===== config.mk =====
export PLATFORM = sky130hd
export DESIGN_NAME = hrx_modulator
export DESIGN_NICKNAME = d
export VERILOG_FILES = /design/src/rtl/hrx_pkg.sv /design/src/rtl/hrx_modulator.sv
export SDC_FILE = /design/constraint.sdc
export NUM_CORES = 2
export LEC_CHECK = 0
export ABC_AREA = 1
export BUFFER_PORTS_ARGS = -buffer_cell sky130_fd_sc_hd__buf_2
export CAP_MARGIN = 25
export CORE_ASPECT_RATIO = 2
export CORE_MARGIN = 5
export CORE_UTILIZATION = 40
export DETAILED_ROUTE_END_ITERATION = 8
export GPL_TIMING_DRIVEN = 0
export PLACE_DENSITY_LB_ADDON = 0.1
export SKIP_CTS_REPAIR_TIMING = 1
export SLEW_MARGIN = 10
export SYNTH_ARGS = -nofsm -noshare
export SYNTH_HDL_FRONTEND = slang
export SYNTH_SLANG_ARGS = --single-unit

===== constraint.sdc =====
create_clock -name clk_i -period 4.9 [get_ports clk_i]
set_input_delay 0.735 -clock clk_i [delete_from_list [all_inputs] [get_ports clk_i]]
set_output_delay 0.735 -clock clk_i [all_outputs]
set_load 0.02 [all_outputs]

===== src/rtl/hrx_pkg.sv =====
// package: register map, field layouts and constants of the fine-resolution extension block
package hrx_pkg;
  // ******************************************
  // register indices (byte address = 4 * index)
  // ******************************************
  localparam logic [15:0] IDX_FINE_RES_POWER_CTRL = 16'h6821;
  localparam logic [15:0] IDX_EDGE_POSITIONER_STEP = 16'h6826;
  localparam logic [15:0] IDX_FINE_PERIOD_CONTROL = 16'h6828;
  localparam logic [15:0] IDX_PERIOD_EXTENSION_MIRROR = 16'h682a;
  localparam logic [15:0] IDX_PERIOD_MIRROR = 16'h682b;
  localparam logic [15:0] IDX_COMPARE_A_EXTENSION_MIRROR = 16'h682c;
  localparam logic [15:0] IDX_COMPARE_A_MIRROR = 16'h682d;
  localparam logic [15:0] IDX_COMPARE_TRIP_SELECT = 16'h6830;
  localparam logic [15:0] IDX_COMPARE_A_CONTROL = 16'h6831;
  localparam logic [15:0] IDX_COMPARE_B_CONTROL = 16'h6832;
  localparam logic [15:0] IDX_COMPARE_FILTER_CONTROL = 16'h6833;
  localparam logic [15:0] IDX_COMPARE_CAPTURE_CONTROL = 16'h6834;
  localparam logic [15:0] IDX_FILTER_OFFSET_VALUE = 16'h6835;
  localparam logic [15:0] IDX_FILTER_OFFSET_COUNTER = 16'h6836;
  localparam logic [15:0] IDX_FILTER_WINDOW_VALUE = 16'h6837;
  localparam logic [15:0] IDX_FILTER_WINDOW_COUNTER = 16'h6838;
  localparam logic [15:0] IDX_COMPARE_COUNT_CAPTURE = 16'h6839;
  // own registers: phase extension, active values and status
  localparam logic [15:0] IDX_PHASE_EXTENSION = 16'h6822;
  localparam logic [15:0] IDX_ACTIVE_PERIOD = 16'h6823;
  localparam logic [15:0] IDX_ACTIVE_COMPARE_A = 16'h6824;
  localparam logic [15:0] IDX_MOD_STATUS = 16'h6825;
  localparam logic [15:0] INSTANCE_STRIDE = 16'h0040;
  localparam logic [15:0] INSTANCE_MASK = 16'h003f;
  localparam logic [15:0] RESET_VALUE = 16'h0000;
  localparam logic [15:0] ONE_COUNT = 16'h0001;
  localparam logic [7:0] FINE_ONE = 8'h01;

  // ******************************************
  // field positions
  // ******************************************
  localparam int PCTL_PERIOD_EN_BIT = 0;   // dual-edge period mode
  localparam int PWR_CAL_EN_BIT = 0;       // calibration line on
  localparam int TRIPSEL_A_BIT = 0;        // 0 comparator, 1 trip input
  localparam int TRIPSEL_B_BIT = 1;
  localparam int DCCTL_EN_BIT = 0;         // digital compare event enable
  localparam int DCCTL_HIGH_BIT = 1;       // event on high level
  localparam int FCTL_EN_BIT = 0;          // blanking window enable
  localparam int CAPCT_EN_BIT = 0;         // capture enable
  localparam int CAPCT_SHDW_BIT = 1;       // 1 capture through shadow
  localparam int CAL_STEP_LSB = 0;
  localparam int CAL_STEP_W = 8;

  // ******************************************
  // carrier types
  // ******************************************
  typedef struct packed {
    logic [15:0] period;
    logic [7:0] period_fine;
    logic [15:0] cmpa;
    logic [7:0] cmpa_fine;
  } hrx_timing_t;

  typedef struct packed {
    logic cyc;
    logic stb;
    logic we;
    logic [17:0] adr;
    logic [15:0] dat;
  } hrx_wb_req_t;

  typedef enum logic [1:0] {
    CAL_IDLE = 2'b00,
    CAL_RUN = 2'b01,
    CAL_DONE = 2'b11
  } hrx_cal_state_t;
endpackage


===== src/rtl/hrx_modulator.sv =====
// module: fine-resolution modulator extension with digital compare, over classic Wishbone
//
// Contract
// - one fine edge delay line per modulator instance
// - delay lines calibrated via a dedicated separate calibration line
// - fine placement on output A only; output B stays clock-granular
// - fine edges come from compare-A extension plus phase extension, or plus period extension in period mode
// - fine placement for single-edge duty/phase and dual-edge period control
// - period mode with dual edge makes output B unavailable
// - mirror writes for period and compare A go to the shadow stage
// - power and step registers exist only in the first instance
// - filter offset has one shadow; its counters have none
// - counter capture register has one shadow holding the count
// - digital compare events come from comparator and trip input levels
// - period control repeats per instance at 0x40 stride
// - protected registers ignore writes unless protected write is enabled
`timescale 1ns/1ps
module hrx_modulator
  import hrx_pkg::*;
#(
  parameter int NUM_MOD = 4,
  parameter int FINE_W = 8
) (
  input wire logic clk_i,
  input wire logic rst_i,
  input wire logic cyc_i,
  input wire logic stb_i,
  input wire logic we_i,
  input wire logic [17:0] adr_i,
  input wire logic [1:0] sel_i,
  input wire logic [15:0] dat_i,
  output logic [15:0] dat_o,
  output logic ack_o,
  output logic err_o,
  input wire logic protected_write_enable_i,
  input wire logic [NUM_MOD-1:0] shadow_load_i,
  input wire logic [NUM_MOD-1:0][15:0] time_base_count_i,
  input wire logic [NUM_MOD-1:0] comparator_output_i,
  input wire logic [NUM_MOD-1:0] trip_zone_input_i,
  input wire logic [NUM_MOD-1:0] coarse_a_i,
  input wire logic [NUM_MOD-1:0] coarse_b_i,
  output logic [NUM_MOD-1:0] modulator_output_a_o,
  output logic [NUM_MOD-1:0] modulator_output_b_o,
  output logic [NUM_MOD-1:0][FINE_W-1:0] micro_edge_positioner_o,
  output logic [NUM_MOD-1:0] dc_event_a_o,
  output logic [NUM_MOD-1:0] dc_event_b_o,
  output logic cal_busy_o
);
  // ******************************************
  // bus decode
  // ******************************************
  logic [15:0] word_idx;
  logic [15:0] rel_idx;
  logic [1:0] inst;
  logic [15:0] inst_full;
  logic acc;
  logic wr;
  logic hit;
  logic prot;
  logic wr_ok;
  logic [15:0] rdata;
  logic ack_reg;

  assign word_idx = adr_i[17:2];
  assign inst_full = (word_idx - IDX_FINE_RES_POWER_CTRL + ONE_COUNT) / INSTANCE_STRIDE;
  assign inst = inst_full[1:0];
  assign rel_idx = (word_idx & INSTANCE_MASK) | (IDX_FINE_PERIOD_CONTROL & ~INSTANCE_MASK);
  assign acc = cyc_i && stb_i && !ack_reg;
  assign wr = acc && we_i && (sel_i != 2'b00) && hit;
  assign wr_ok = wr && (!prot || protected_write_enable_i);

  function automatic logic [15:0] merge(input logic [15:0] old, input logic [15:0] nw,
                                        input logic [1:0] sel);
    merge = {sel[1] ? nw[15:8] : old[15:8], sel[0] ? nw[7:0] : old[7:0]};
  endfunction

  // ******************************************
  // registers
  // ******************************************
  logic [15:0] pwr_reg;
  logic [15:0] step_reg;
  logic [NUM_MOD-1:0][15:0] pctl_reg, tripsel_reg, dca_reg, dcb_reg, fctl_reg, capct_reg;
  logic [NUM_MOD-1:0][15:0] foff_sh_reg, foff_act_reg, fwin_reg, foffcnt_reg, fwincnt_reg;
  logic [NUM_MOD-1:0][15:0] cap_sh_reg, cap_act_reg, phs_fine_reg;
  logic [NUM_MOD-1:0] blank_reg;
  hrx_timing_t shadow_reg [NUM_MOD];
  hrx_timing_t active_reg [NUM_MOD];
  hrx_cal_state_t cal_state;
  logic [7:0] cal_count;

  logic [NUM_MOD-1:0] sel_inst;
  always_comb begin
    for (int i = 0; i < NUM_MOD; i++) begin
      sel_inst[i] = (inst == 2'(i));
    end
  end

  always_comb begin
    hit = 1'b1;
    prot = 1'b0;
    rdata = RESET_VALUE;
    if (int'(inst_full) >= NUM_MOD) begin
      hit = 1'b0;
    end else if (word_idx == IDX_FINE_RES_POWER_CTRL) begin
      rdata = pwr_reg;
    end else if (word_idx == IDX_EDGE_POSITIONER_STEP) begin
      rdata = step_reg;
    end else if (rel_idx == IDX_FINE_PERIOD_CONTROL) begin
      rdata = pctl_reg[inst];
      prot = 1'b1;
    end else if (rel_idx == IDX_PERIOD_EXTENSION_MIRROR) begin
      rdata = {8'h00, shadow_reg[inst].period_fine};
    end else if (rel_idx == IDX_PERIOD_MIRROR) begin
      rdata = shadow_reg[inst].period;
    end else if (rel_idx == IDX_COMPARE_A_EXTENSION_MIRROR) begin
      rdata = {8'h00, shadow_reg[inst].cmpa_fine};
    end else if (rel_idx == IDX_COMPARE_A_MIRROR) begin
      rdata = shadow_reg[inst].cmpa;
    end else if (rel_idx == IDX_COMPARE_TRIP_SELECT) begin
      rdata = tripsel_reg[inst];
      prot = 1'b1;
    end else if (rel_idx == IDX_COMPARE_A_CONTROL) begin
      rdata = dca_reg[inst];
      prot = 1'b1;
    end else if (rel_idx == IDX_COMPARE_B_CONTROL) begin
      rdata = dcb_reg[inst];
      prot = 1'b1;
    end else if (rel_idx == IDX_COMPARE_FILTER_CONTROL) begin
      rdata = fctl_reg[inst];
      prot = 1'b1;
    end else if (rel_idx == IDX_COMPARE_CAPTURE_CONTROL) begin
      rdata = capct_reg[inst];
      prot = 1'b1;
    end else if (rel_idx == IDX_FILTER_OFFSET_VALUE) begin
      rdata = foff_sh_reg[inst];
    end else if (rel_idx == IDX_FILTER_OFFSET_COUNTER) begin
      rdata = foffcnt_reg[inst];
    end else if (rel_idx == IDX_FILTER_WINDOW_VALUE) begin
      rdata = fwin_reg[inst];
    end else if (rel_idx == IDX_FILTER_WINDOW_COUNTER) begin
      rdata = fwincnt_reg[inst];
    end else if (rel_idx == IDX_COMPARE_COUNT_CAPTURE) begin
      rdata = cap_act_reg[inst];
    end else if (rel_idx == IDX_PHASE_EXTENSION) begin
      rdata = phs_fine_reg[inst];
    end else if (rel_idx == IDX_ACTIVE_PERIOD) begin
      rdata = active_reg[inst].period;
    end else if (rel_idx == IDX_ACTIVE_COMPARE_A) begin
      rdata = active_reg[inst].cmpa;
    end else if (rel_idx == IDX_MOD_STATUS) begin
      rdata = {13'h0000, blank_reg[inst], dc_event_b_o[inst], dc_event_a_o[inst]};
    end else begin
      hit = 1'b0;
    end
  end

  // ******************************************
  // bus answer
  // ******************************************
  always_ff @(posedge clk_i) begin
    if (rst_i) begin
      ack_reg <= 1'b0;
      dat_o <= RESET_VALUE;
      err_o <= 1'b0;
    end else begin
      ack_reg <= acc && hit;
      err_o <= acc && !hit && !err_o;
      dat_o <= (acc && hit) ? rdata : RESET_VALUE;
    end
  end
  assign ack_o = ack_reg;

  // ******************************************
  // first-instance power and step
  // ******************************************
  always_ff @(posedge clk_i) begin
    if (rst_i) begin
      pwr_reg <= RESET_VALUE;
      step_reg <= RESET_VALUE;
    end else if (wr_ok && word_idx == IDX_FINE_RES_POWER_CTRL) begin
      pwr_reg <= merge(pwr_reg, dat_i, sel_i);
    end else if (wr_ok && word_idx == IDX_EDGE_POSITIONER_STEP) begin
      step_reg <= merge(step_reg, dat_i, sel_i);
    end else if (cal_state == CAL_DONE) begin
      step_reg <= {8'h00, cal_count};
    end
  end

  // ******************************************
  // calibration line
  // ******************************************
  always_ff @(posedge clk_i) begin
    if (rst_i) begin
      cal_state <= CAL_IDLE;
      cal_count <= 8'h00;
    end else begin
      case (cal_state)
        CAL_IDLE: begin
          if (pwr_reg[PWR_CAL_EN_BIT]) begin
            cal_state <= CAL_RUN;
            cal_count <= 8'h00;
          end
        end
        CAL_RUN: begin
          cal_count <= cal_count + FINE_ONE;
          if (&cal_count[6:0]) begin
            cal_state <= CAL_DONE;
          end
        end
        default: begin
          cal_state <= CAL_IDLE;
        end
      endcase
    end
  end
  assign cal_busy_o = (cal_state != CAL_IDLE);

  // ******************************************
  // per-instance logic
  // ******************************************
  for (genvar g = 0; g < NUM_MOD; g++) begin : g_mod
    logic w;
    logic trip_a;
    logic trip_b;
    assign w = wr_ok && sel_inst[g];
    // shadow and active timing
    always_ff @(posedge clk_i) begin
      if (rst_i) begin
        shadow_reg[g] <= '0;
        active_reg[g] <= '0;
      end else begin
        if (w && rel_idx == IDX_PERIOD_MIRROR) begin
          shadow_reg[g].period <= merge(shadow_reg[g].period, dat_i, sel_i);
        end
        if (w && rel_idx == IDX_PERIOD_EXTENSION_MIRROR) begin
          shadow_reg[g].period_fine <= dat_i[7:0];
        end
        if (w && rel_idx == IDX_COMPARE_A_MIRROR) begin
          shadow_reg[g].cmpa <= merge(shadow_reg[g].cmpa, dat_i, sel_i);
        end
        if (w && rel_idx == IDX_COMPARE_A_EXTENSION_MIRROR) begin
          shadow_reg[g].cmpa_fine <= dat_i[7:0];
        end
        if (shadow_load_i[g]) begin
          active_reg[g] <= shadow_reg[g];
        end
      end
    end
    // control registers
    always_ff @(posedge clk_i) begin
      if (rst_i) begin
        pctl_reg[g] <= RESET_VALUE;
        tripsel_reg[g] <= RESET_VALUE;
        dca_reg[g] <= RESET_VALUE;
        dcb_reg[g] <= RESET_VALUE;
        fctl_reg[g] <= RESET_VALUE;
        capct_reg[g] <= RESET_VALUE;
        foff_sh_reg[g] <= RESET_VALUE;
        fwin_reg[g] <= RESET_VALUE;
        phs_fine_reg[g] <= RESET_VALUE;
      end else if (w) begin
        if (rel_idx == IDX_FINE_PERIOD_CONTROL) pctl_reg[g] <= merge(pctl_reg[g], dat_i, sel_i);
        if (rel_idx == IDX_COMPARE_TRIP_SELECT) tripsel_reg[g] <= dat_i;
        if (rel_idx == IDX_COMPARE_A_CONTROL) dca_reg[g] <= dat_i;
        if (rel_idx == IDX_COMPARE_B_CONTROL) dcb_reg[g] <= dat_i;
        if (rel_idx == IDX_COMPARE_FILTER_CONTROL) fctl_reg[g] <= dat_i;
        if (rel_idx == IDX_COMPARE_CAPTURE_CONTROL) capct_reg[g] <= dat_i;
        if (rel_idx == IDX_FILTER_OFFSET_VALUE) foff_sh_reg[g] <= dat_i;
        if (rel_idx == IDX_FILTER_WINDOW_VALUE) fwin_reg[g] <= dat_i;
        if (rel_idx == IDX_PHASE_EXTENSION) phs_fine_reg[g] <= dat_i;
      end
    end
    // digital compare events from levels
    assign trip_a = tripsel_reg[g][TRIPSEL_A_BIT] ? trip_zone_input_i[g] : comparator_output_i[g];
    assign trip_b = tripsel_reg[g][TRIPSEL_B_BIT] ? trip_zone_input_i[g] : comparator_output_i[g];
    always_ff @(posedge clk_i) begin
      if (rst_i) begin
        dc_event_a_o[g] <= 1'b0;
        dc_event_b_o[g] <= 1'b0;
      end else begin
        dc_event_a_o[g] <= dca_reg[g][DCCTL_EN_BIT] && !blank_reg[g] &&
                           (trip_a == dca_reg[g][DCCTL_HIGH_BIT]);
        dc_event_b_o[g] <= dcb_reg[g][DCCTL_EN_BIT] && !blank_reg[g] &&
                           (trip_b == dcb_reg[g][DCCTL_HIGH_BIT]);
      end
    end
    // blanking filter: offset then window, live counters
    always_ff @(posedge clk_i) begin
      if (rst_i) begin
        foff_act_reg[g] <= RESET_VALUE;
        foffcnt_reg[g] <= RESET_VALUE;
        fwincnt_reg[g] <= RESET_VALUE;
        blank_reg[g] <= 1'b0;
      end else if (shadow_load_i[g]) begin
        foff_act_reg[g] <= foff_sh_reg[g];
        foffcnt_reg[g] <= foff_sh_reg[g];
        fwincnt_reg[g] <= RESET_VALUE;
        blank_reg[g] <= 1'b0;
      end else if (fctl_reg[g][FCTL_EN_BIT]) begin
        if (foffcnt_reg[g] != RESET_VALUE) begin
          foffcnt_reg[g] <= foffcnt_reg[g] - ONE_COUNT;
          if (foffcnt_reg[g] == ONE_COUNT) begin
            fwincnt_reg[g] <= fwin_reg[g];
            blank_reg[g] <= (fwin_reg[g] != RESET_VALUE);
          end
        end else if (fwincnt_reg[g] != RESET_VALUE) begin
          fwincnt_reg[g] <= fwincnt_reg[g] - ONE_COUNT;
          blank_reg[g] <= (fwincnt_reg[g] != ONE_COUNT);
        end
      end
    end
    // counter capture with one shadow stage
    always_ff @(posedge clk_i) begin
      if (rst_i) begin
        cap_sh_reg[g] <= RESET_VALUE;
        cap_act_reg[g] <= RESET_VALUE;
      end else if (capct_reg[g][CAPCT_EN_BIT] && dc_event_a_o[g]) begin
        cap_sh_reg[g] <= time_base_count_i[g];
        if (!capct_reg[g][CAPCT_SHDW_BIT]) cap_act_reg[g] <= time_base_count_i[g];
      end else if (shadow_load_i[g] && capct_reg[g][CAPCT_SHDW_BIT]) begin
        cap_act_reg[g] <= cap_sh_reg[g];
      end
    end
    // output paths: fine edge on A only, B gated in period mode
    always_ff @(posedge clk_i) begin
      if (rst_i) begin
        modulator_output_a_o[g] <= 1'b0;
        modulator_output_b_o[g] <= 1'b0;
        micro_edge_positioner_o[g] <= '0;
      end else begin
        modulator_output_a_o[g] <= coarse_a_i[g];
        modulator_output_b_o[g] <= coarse_b_i[g] && !pctl_reg[g][PCTL_PERIOD_EN_BIT];
        micro_edge_positioner_o[g] <= pctl_reg[g][PCTL_PERIOD_EN_BIT] ?
          FINE_W'(active_reg[g].period_fine + active_reg[g].cmpa_fine) :
          FINE_W'(active_reg[g].cmpa_fine + phs_fine_reg[g][7:0]);
      end
    end
  end

  // ******************************************
  // assertions
  // ******************************************
  property p_b_off;
    @(posedge clk_i) disable iff (rst_i)
      (pctl_reg[0][PCTL_PERIOD_EN_BIT] && $past(pctl_reg[0][PCTL_PERIOD_EN_BIT]))
      |-> !modulator_output_b_o[0];
  endproperty
  a_b_off: assert property (p_b_off) else $error("b output active in period mode");
  property p_prot;
    @(posedge clk_i) disable iff (rst_i)
      (wr && prot && !protected_write_enable_i) |=> $stable(pctl_reg) && $stable(tripsel_reg);
  endproperty
  a_prot: assert property (p_prot) else $error("protected write taken");
  property p_ack;
    @(posedge clk_i) disable iff (rst_i) ack_o |=> !ack_o;
  endproperty
  a_ack: assert property (p_ack) else $error("ack held two cycles");
  property p_err;
    @(posedge clk_i) disable iff (rst_i) err_o |=> !err_o;
  endproperty
  a_err: assert property (p_err) else $error("err held two cycles");
  property p_a_path;
    @(posedge clk_i) disable iff (rst_i)
      !$past(rst_i) |-> modulator_output_a_o == $past(coarse_a_i);
  endproperty
  a_a_path: assert property (p_a_path) else $error("a output not following coarse a");
  property p_dc_off;
    @(posedge clk_i) disable iff (rst_i)
      !$past(dca_reg[0][DCCTL_EN_BIT]) |-> !dc_event_a_o[0];
  endproperty
  a_dc_off: assert property (p_dc_off) else $error("compare event while disabled");
endmodule // hrx_modulator


# --- Word-level counts from Yosys, hierarchy flattened ---
# Memories as Yosys holds them, arrays and structs flattened.
# Cells that the tools add are included.
classes:
  muxes: 253
  div: 0
  order_cmp: 2
  n_reduce_logical: 170
  multipliers: 0
  n_eq_ne: 54
  bitwise_logic: 22
  shifts: 0
  add_sub_neg: 19
op_table:
  columns: ["cell", "count"]
  rows:
  - ["two-way mux 16 bit", 78]
  - ["binary-select mux 16 bit (select 2 bit)", 12]
  - ["two-way mux 8 bit", 31]
  - ["two-way mux 48 bit", 4]
  - ["nonzero test 16 bit", 12]
  - ["subtractor 16 x 1 -> 16 bit (second input constant)", 8]
  - ["two-way mux 1 bit", 120]
  - ["equality test 6 bit (second input constant)", 19]
  - ["AND reduction 2 bit", 44]
  - ["adder 8 bit", 8]
  - ["equality test 16 x 1 -> 1 bit (second input constant)", 4]
  - ["inequality test 16 x 1 -> 1 bit (second input constant)", 4]
  - ["logical AND 1 bit", 59]
  - ["AND reduction 3 bit", 14]
  - ["nonzero test 2 bit", 20]
  - ["equality test 16 x 15 -> 1 bit (second input constant)", 2]
  - ["OR 1 bit", 20]
  - ["adder 16 x 1 -> 16 bit (second input constant)", 1]
  - ["inequality test 2 bit (second input constant)", 8]
  - ["one-hot mux 8 bit (2 select lines)", 1]
  - ["subtractor 16 x 15 -> 16 bit (second input constant)", 1]
  - ["logical NOT 1 bit", 12]
  - [">= comparator 10 x 3 -> 1 bit (second input constant)", 1]
  - ["adder 8 x 1 -> 8 bit (second input constant)", 1]
  - ["other kinds (15)", 36]
word_totals:
  regBits: 944
  latchBits: 0
  mem_bits_rw: 384
  mem_count: 2
  rom_bits: 0
  word_cells: 611
  inputBits: 126
memory_table:
  columns: ["memory", "depth", "word_bits", "read_ports", "rd_ports_with_merged_regs", "wr", "line", "source"]
  rows:
  - ["active_reg", 4, 48, 5, 0, 4, "hrx_modulator.sv:87", "hrx_timing_t active_reg [NUM_MOD];"]
  - ["shadow_reg", 4, 48, 5, 0, 4, "hrx_modulator.sv:86", "hrx_timing_t shadow_reg [NUM_MOD];"]

# --- Depth between registers and ports, before layout ---
logic_depth:
  ltp_word: 31
  depth_mapped: 25

# --- Worst setup path before layout ---
# No wires, ideal clock.
synth_timing:
  path_type: "input to register"
  from: "input rst_i"
  to: "memory active_reg[0][0] (netlist bit) (enable)"
  path_slack_ns: 1.434
  path_stages: 5
  t_required_ns: 4.469
  path_buffers: 3
  setup_time_ns: 0.431
  arrival_time_ns: 3.034
  path_cell_list: "clkbuf_1 clkbuf_1 nor2_1 inv_1 clkbuf_1"
synth_lines:
  columns: ["item", "line", "source"]
  rows:
  - ["start: declaration", "hrx_modulator.sv:25", "input wire logic rst_i,"]
  - ["end: declaration", "hrx_modulator.sv:87", null]

# --- Worst setup path after layout ---
layout_timing:
  from: "input adr_i[7]"
  to: "register dat_o[0]"
layout_between:
  elab_chain_len: 26
  word_cells_on_any_way: 98
  classes_between: "add/sub (2); order compare (1); eq/ne (21); mux (69); bitwise (1); reduce/logical (2); memory (2)"
layout_rtl:
  columns: ["item", "line", "source"]
  rows:
  - ["start: declaration", "hrx_modulator.sv:29", "input wire logic [17:0] adr_i,"]
  - ["branches (longest 26 deep; another with subtractor 16 x 15 -> 16 bit)", null, null]
  - ["end signal: assignment", "hrx_modulator.sv:168", "dat_o <= (acc && hit) ? rdata : RESET_VALUE;"]
  - ["end: declaration", "hrx_modulator.sv:32", "output logic [15:0] dat_o,"]
# Parallel ways; which one is timed is not known. The select of a mux whose other input is x is not followed.
# A chain may end at the register's enable or synchronous reset.

==> reports/metrics.csv <==
metric;value;unit
R2R setup slack;0.55;ns
worst setup margin;-0.266;ns
Avg Inst Size Synth;7.87;um2
H-tree depth;4;
final setup fails;15;
P&R area growth vs syn;15.6;%
HP Class;in2reg;
Synth area leaders;dfxtp_1 31%, edfxtp_1 19%, nand2_1 8.1%;
Detail Route Antenna Nets;0;
Worst-Margin Slew;1.29;ns
Setup crit end kind;flop;
final WL;367000;um
met3 wire length;43500;um
final period utilization;105;%
Setup crit end;dat_o[0];
largest net degree at the start of global routing;57;
Layout Nets;8282;
Final Skew;0.0521;ns
library cells used by synthesis;58;
top routing layer used;met5;
first-pass GRT wire length;485000;um
Max stage delay on crit path;0.66;ns
WL met1;134000;um
total core area;0.151;mm2
max-cap viol count;0;
Crit path buffers/inverters;4;
Synth top area share;31.2;%
fmax;194;MHz
PD cells;370;mW/mm2
Die Ht;560;um
Synth area leader;dfxtp_1;
delay-heaviest family, CP;simple AND/OR/NAND/NOR gates;
Place WS;-2.25;ns
Setup TNS;-1.49;ns
vias per inst;6.10;
ratio of cells with drive above 1 in the final layout;10.2;%
most used cell, CP;nand2_1;
Synth Warn #;0;
violated checks;setup timing;
Clock Latency Late Sink;0.84;ns
Crit path arrival time;5.92;ns
Final Critical Period;5.17;ns
CP Launch Point;adr_i[7];
Routed wire per std cell;36.1;um
die footprint;0.160;mm2
FF+latch count, synth;1328;
TritonCTS clock tree;built;
worst reg2reg path depth;18;
crit path kind;in2reg;
most common cell after layout, fill and taps aside;nand2_1;
Reg clk slew, reported paths;0.07;ns
clk root buf;clkbuf_16;
initial antenna violation count;33;
Worst Path Max Fanout;10;
total number of vias;62000;
Die X;285;um
EDFF count, synth;384;
startpoint types;primary input;
drt first-iter violations;9789;
Post-Layout Cell Count;10200;
Initial Util;40.1;%
row cnt;202;
final hold viol count;0;
VDD IR-drop max;0.000285;V
met2 wire len;149000;um
leakage dissipation;29.1;nW
Synth Cell Area;0.0605;mm2
Cells after DPL;9893;
CTS max path bufs;4;
DR DRC count;0;
gpl congestion;1.12;
status;finished with violations;
Port Buf Inserts;184;
Syn Inst Count;7688;
R2R Path Start;blank_reg[0];
Slowest-stage cell, CP;buf_2;
total stage count of the critical path;21;
CP Cell Sequence;buf_2 > inv_1 > ha_1 > clkbuf_1 > buf_2 > nand2_1 > nand2_1 > nand2_1 > a21oi_1 > nor2_1 > nand3_1 > nand2_1 > nand3_1 > nand2_1 > nand4_1 > nand2_1 > nand3_1 > nand2_1 > nand4_1 > nor2_1 > nor2_1;
most frequent cells in the layout;1,294 x nand2_1, 944 x dfxtp_1, 939 x nor2_1, 866 x o21ai_0, 808 x inv_1;
Seq/Total Area, Yosys;50.3;%
hpwl dp;279000;um
Final Max Slew Viols;0;
total track usage;44.1;%
Synth Net Count;7864;
Async S/R FF share, synth;0;%
critical path required time;5.65;ns
clock sinks;1328;
RSZ-0062 raised after global routing;no;
Worst R2R End;dat_o[2];
grt ovf;0;
vias in the first global route;55900;
Slew Limit Headroom;13.7;%
TritonRoute pass-1 iters;6;
clock buffer count from CTS;141;
Synth Flop Type;dfxtp_1;
I/O pin count;193;
[where the power goes]
part           internal [mW]  switching, mW  leakage [nW]
Clock                   6.32           4.90          2.26
Sequential              11.5          0.104          11.6
Combinational          0.550           2.48          15.3
[worst register-to-register path: stages (launching register included)]
cell and delay (ns):
dfxtp_1 0.58, nand2_1 0.17, nand2_1 0.07, nand2_1 0.07, nand2_1 0.10, nand2_1 0.19, nand2_1 0.10, nor2_2 0.21
nand3_4 0.24, nand2_1 0.14, nand3_1 0.17, nand2_1 0.21, nand3_1 0.16, nand2_1 0.24, nand4_1 0.53, nand2_1 0.19
nand4_1 0.52, nor2_1 0.26, nor2_1 0.07
[layer usage]
layer | GRT usage (%) | up-vias
met3 | 13.1 | 1311
met5 | 0 | -
met1 | 54.3 | 29400
li1 | - | 26600
met2 | 62.6 | 4684
met4 | 37.6 | 22
[logic make-up after synthesis]
logic type,after synthesis,share of synthesized area (%)
flops,1328,50.3
simple gates,2611,17.5
xor+xnor,59,0.854
buf+inv,1360,8.76
fa+ha+maj,50,1.08
mux,64,1.06
compound gates,2216,20.5
[how the worst min path moves through the flow]
stage	from	endpoint	slack, ns	depth (start not counted)
final	coarse_a_i[2]	modulator_output_a_o[2]	0.14	3
after global routing	coarse_a_i[3]	modulator_output_a_o[3]	0.14	3
after CTS	coarse_a_i[2]	modulator_output_a_o[2]	0.13	3
after detailed placement	dca_reg[16]	dc_event_a_o[1]	0.44	2
after global placement	dca_reg[16]	dc_event_a_o[1]	0.44	2
after floorplan	dca_reg[16]	dc_event_a_o[1]	0.43	2
[synth_stat cells, types with 6 or more instances]
cell type  instances
nand2_1         1300
dfxtp_1          944
nor2_1           942
o21ai_0          873
inv_1            809
a21oi_1          800
edfxtp_1         384
clkbuf_1         349
nand3_1          159
buf_2            131
a22oi_1          105
a211oi_1          94
nand4_1           75
o2111ai_1         69
mux2i_1           64
o21ai_1           58
o22ai_1           53
a31oi_1           47
xor2_1            47
ha_1              46
nor3_1            43
buf_1             41
o221ai_1          31
nor2_2            30
o211ai_1          21
nor4_1            18
inv_2             16
xnor2_1           12
or2_2             11
nor2_4            10
o31ai_1           10
a311oi_1           9
nand2_2            9
clkinv_1           7
nor3_2             7
o311ai_0           7
o21bai_1           6
[final cells by class]
cell class	count	area, um2
clock buffer	188	4020
timing repair buffer	277	2040
tap	1938	2420
fill	15400	81000
inverter	832	3130
clock inverter	58	593
sequential	1328	30400
antenna	24	60.1
multi-input combinational	5000	24900
buffer	526	2360
[stage by stage]
step           hold slack, ns  area [um2]  utilization, %  total power [mW]
2_1_floorplan           0.425       60500               -              12.9
3_3_place_gp            0.438       63900            42.3              14.5
3_5_place_dp            0.441       65000            43.1              14.6
4_1_cts                 0.131       69600            46.1              25.6
5_1_grt                 0.142       69900            46.3              26.1
6_report                0.141       69900            46.3              25.9
(Power assumes the default switching activity.)
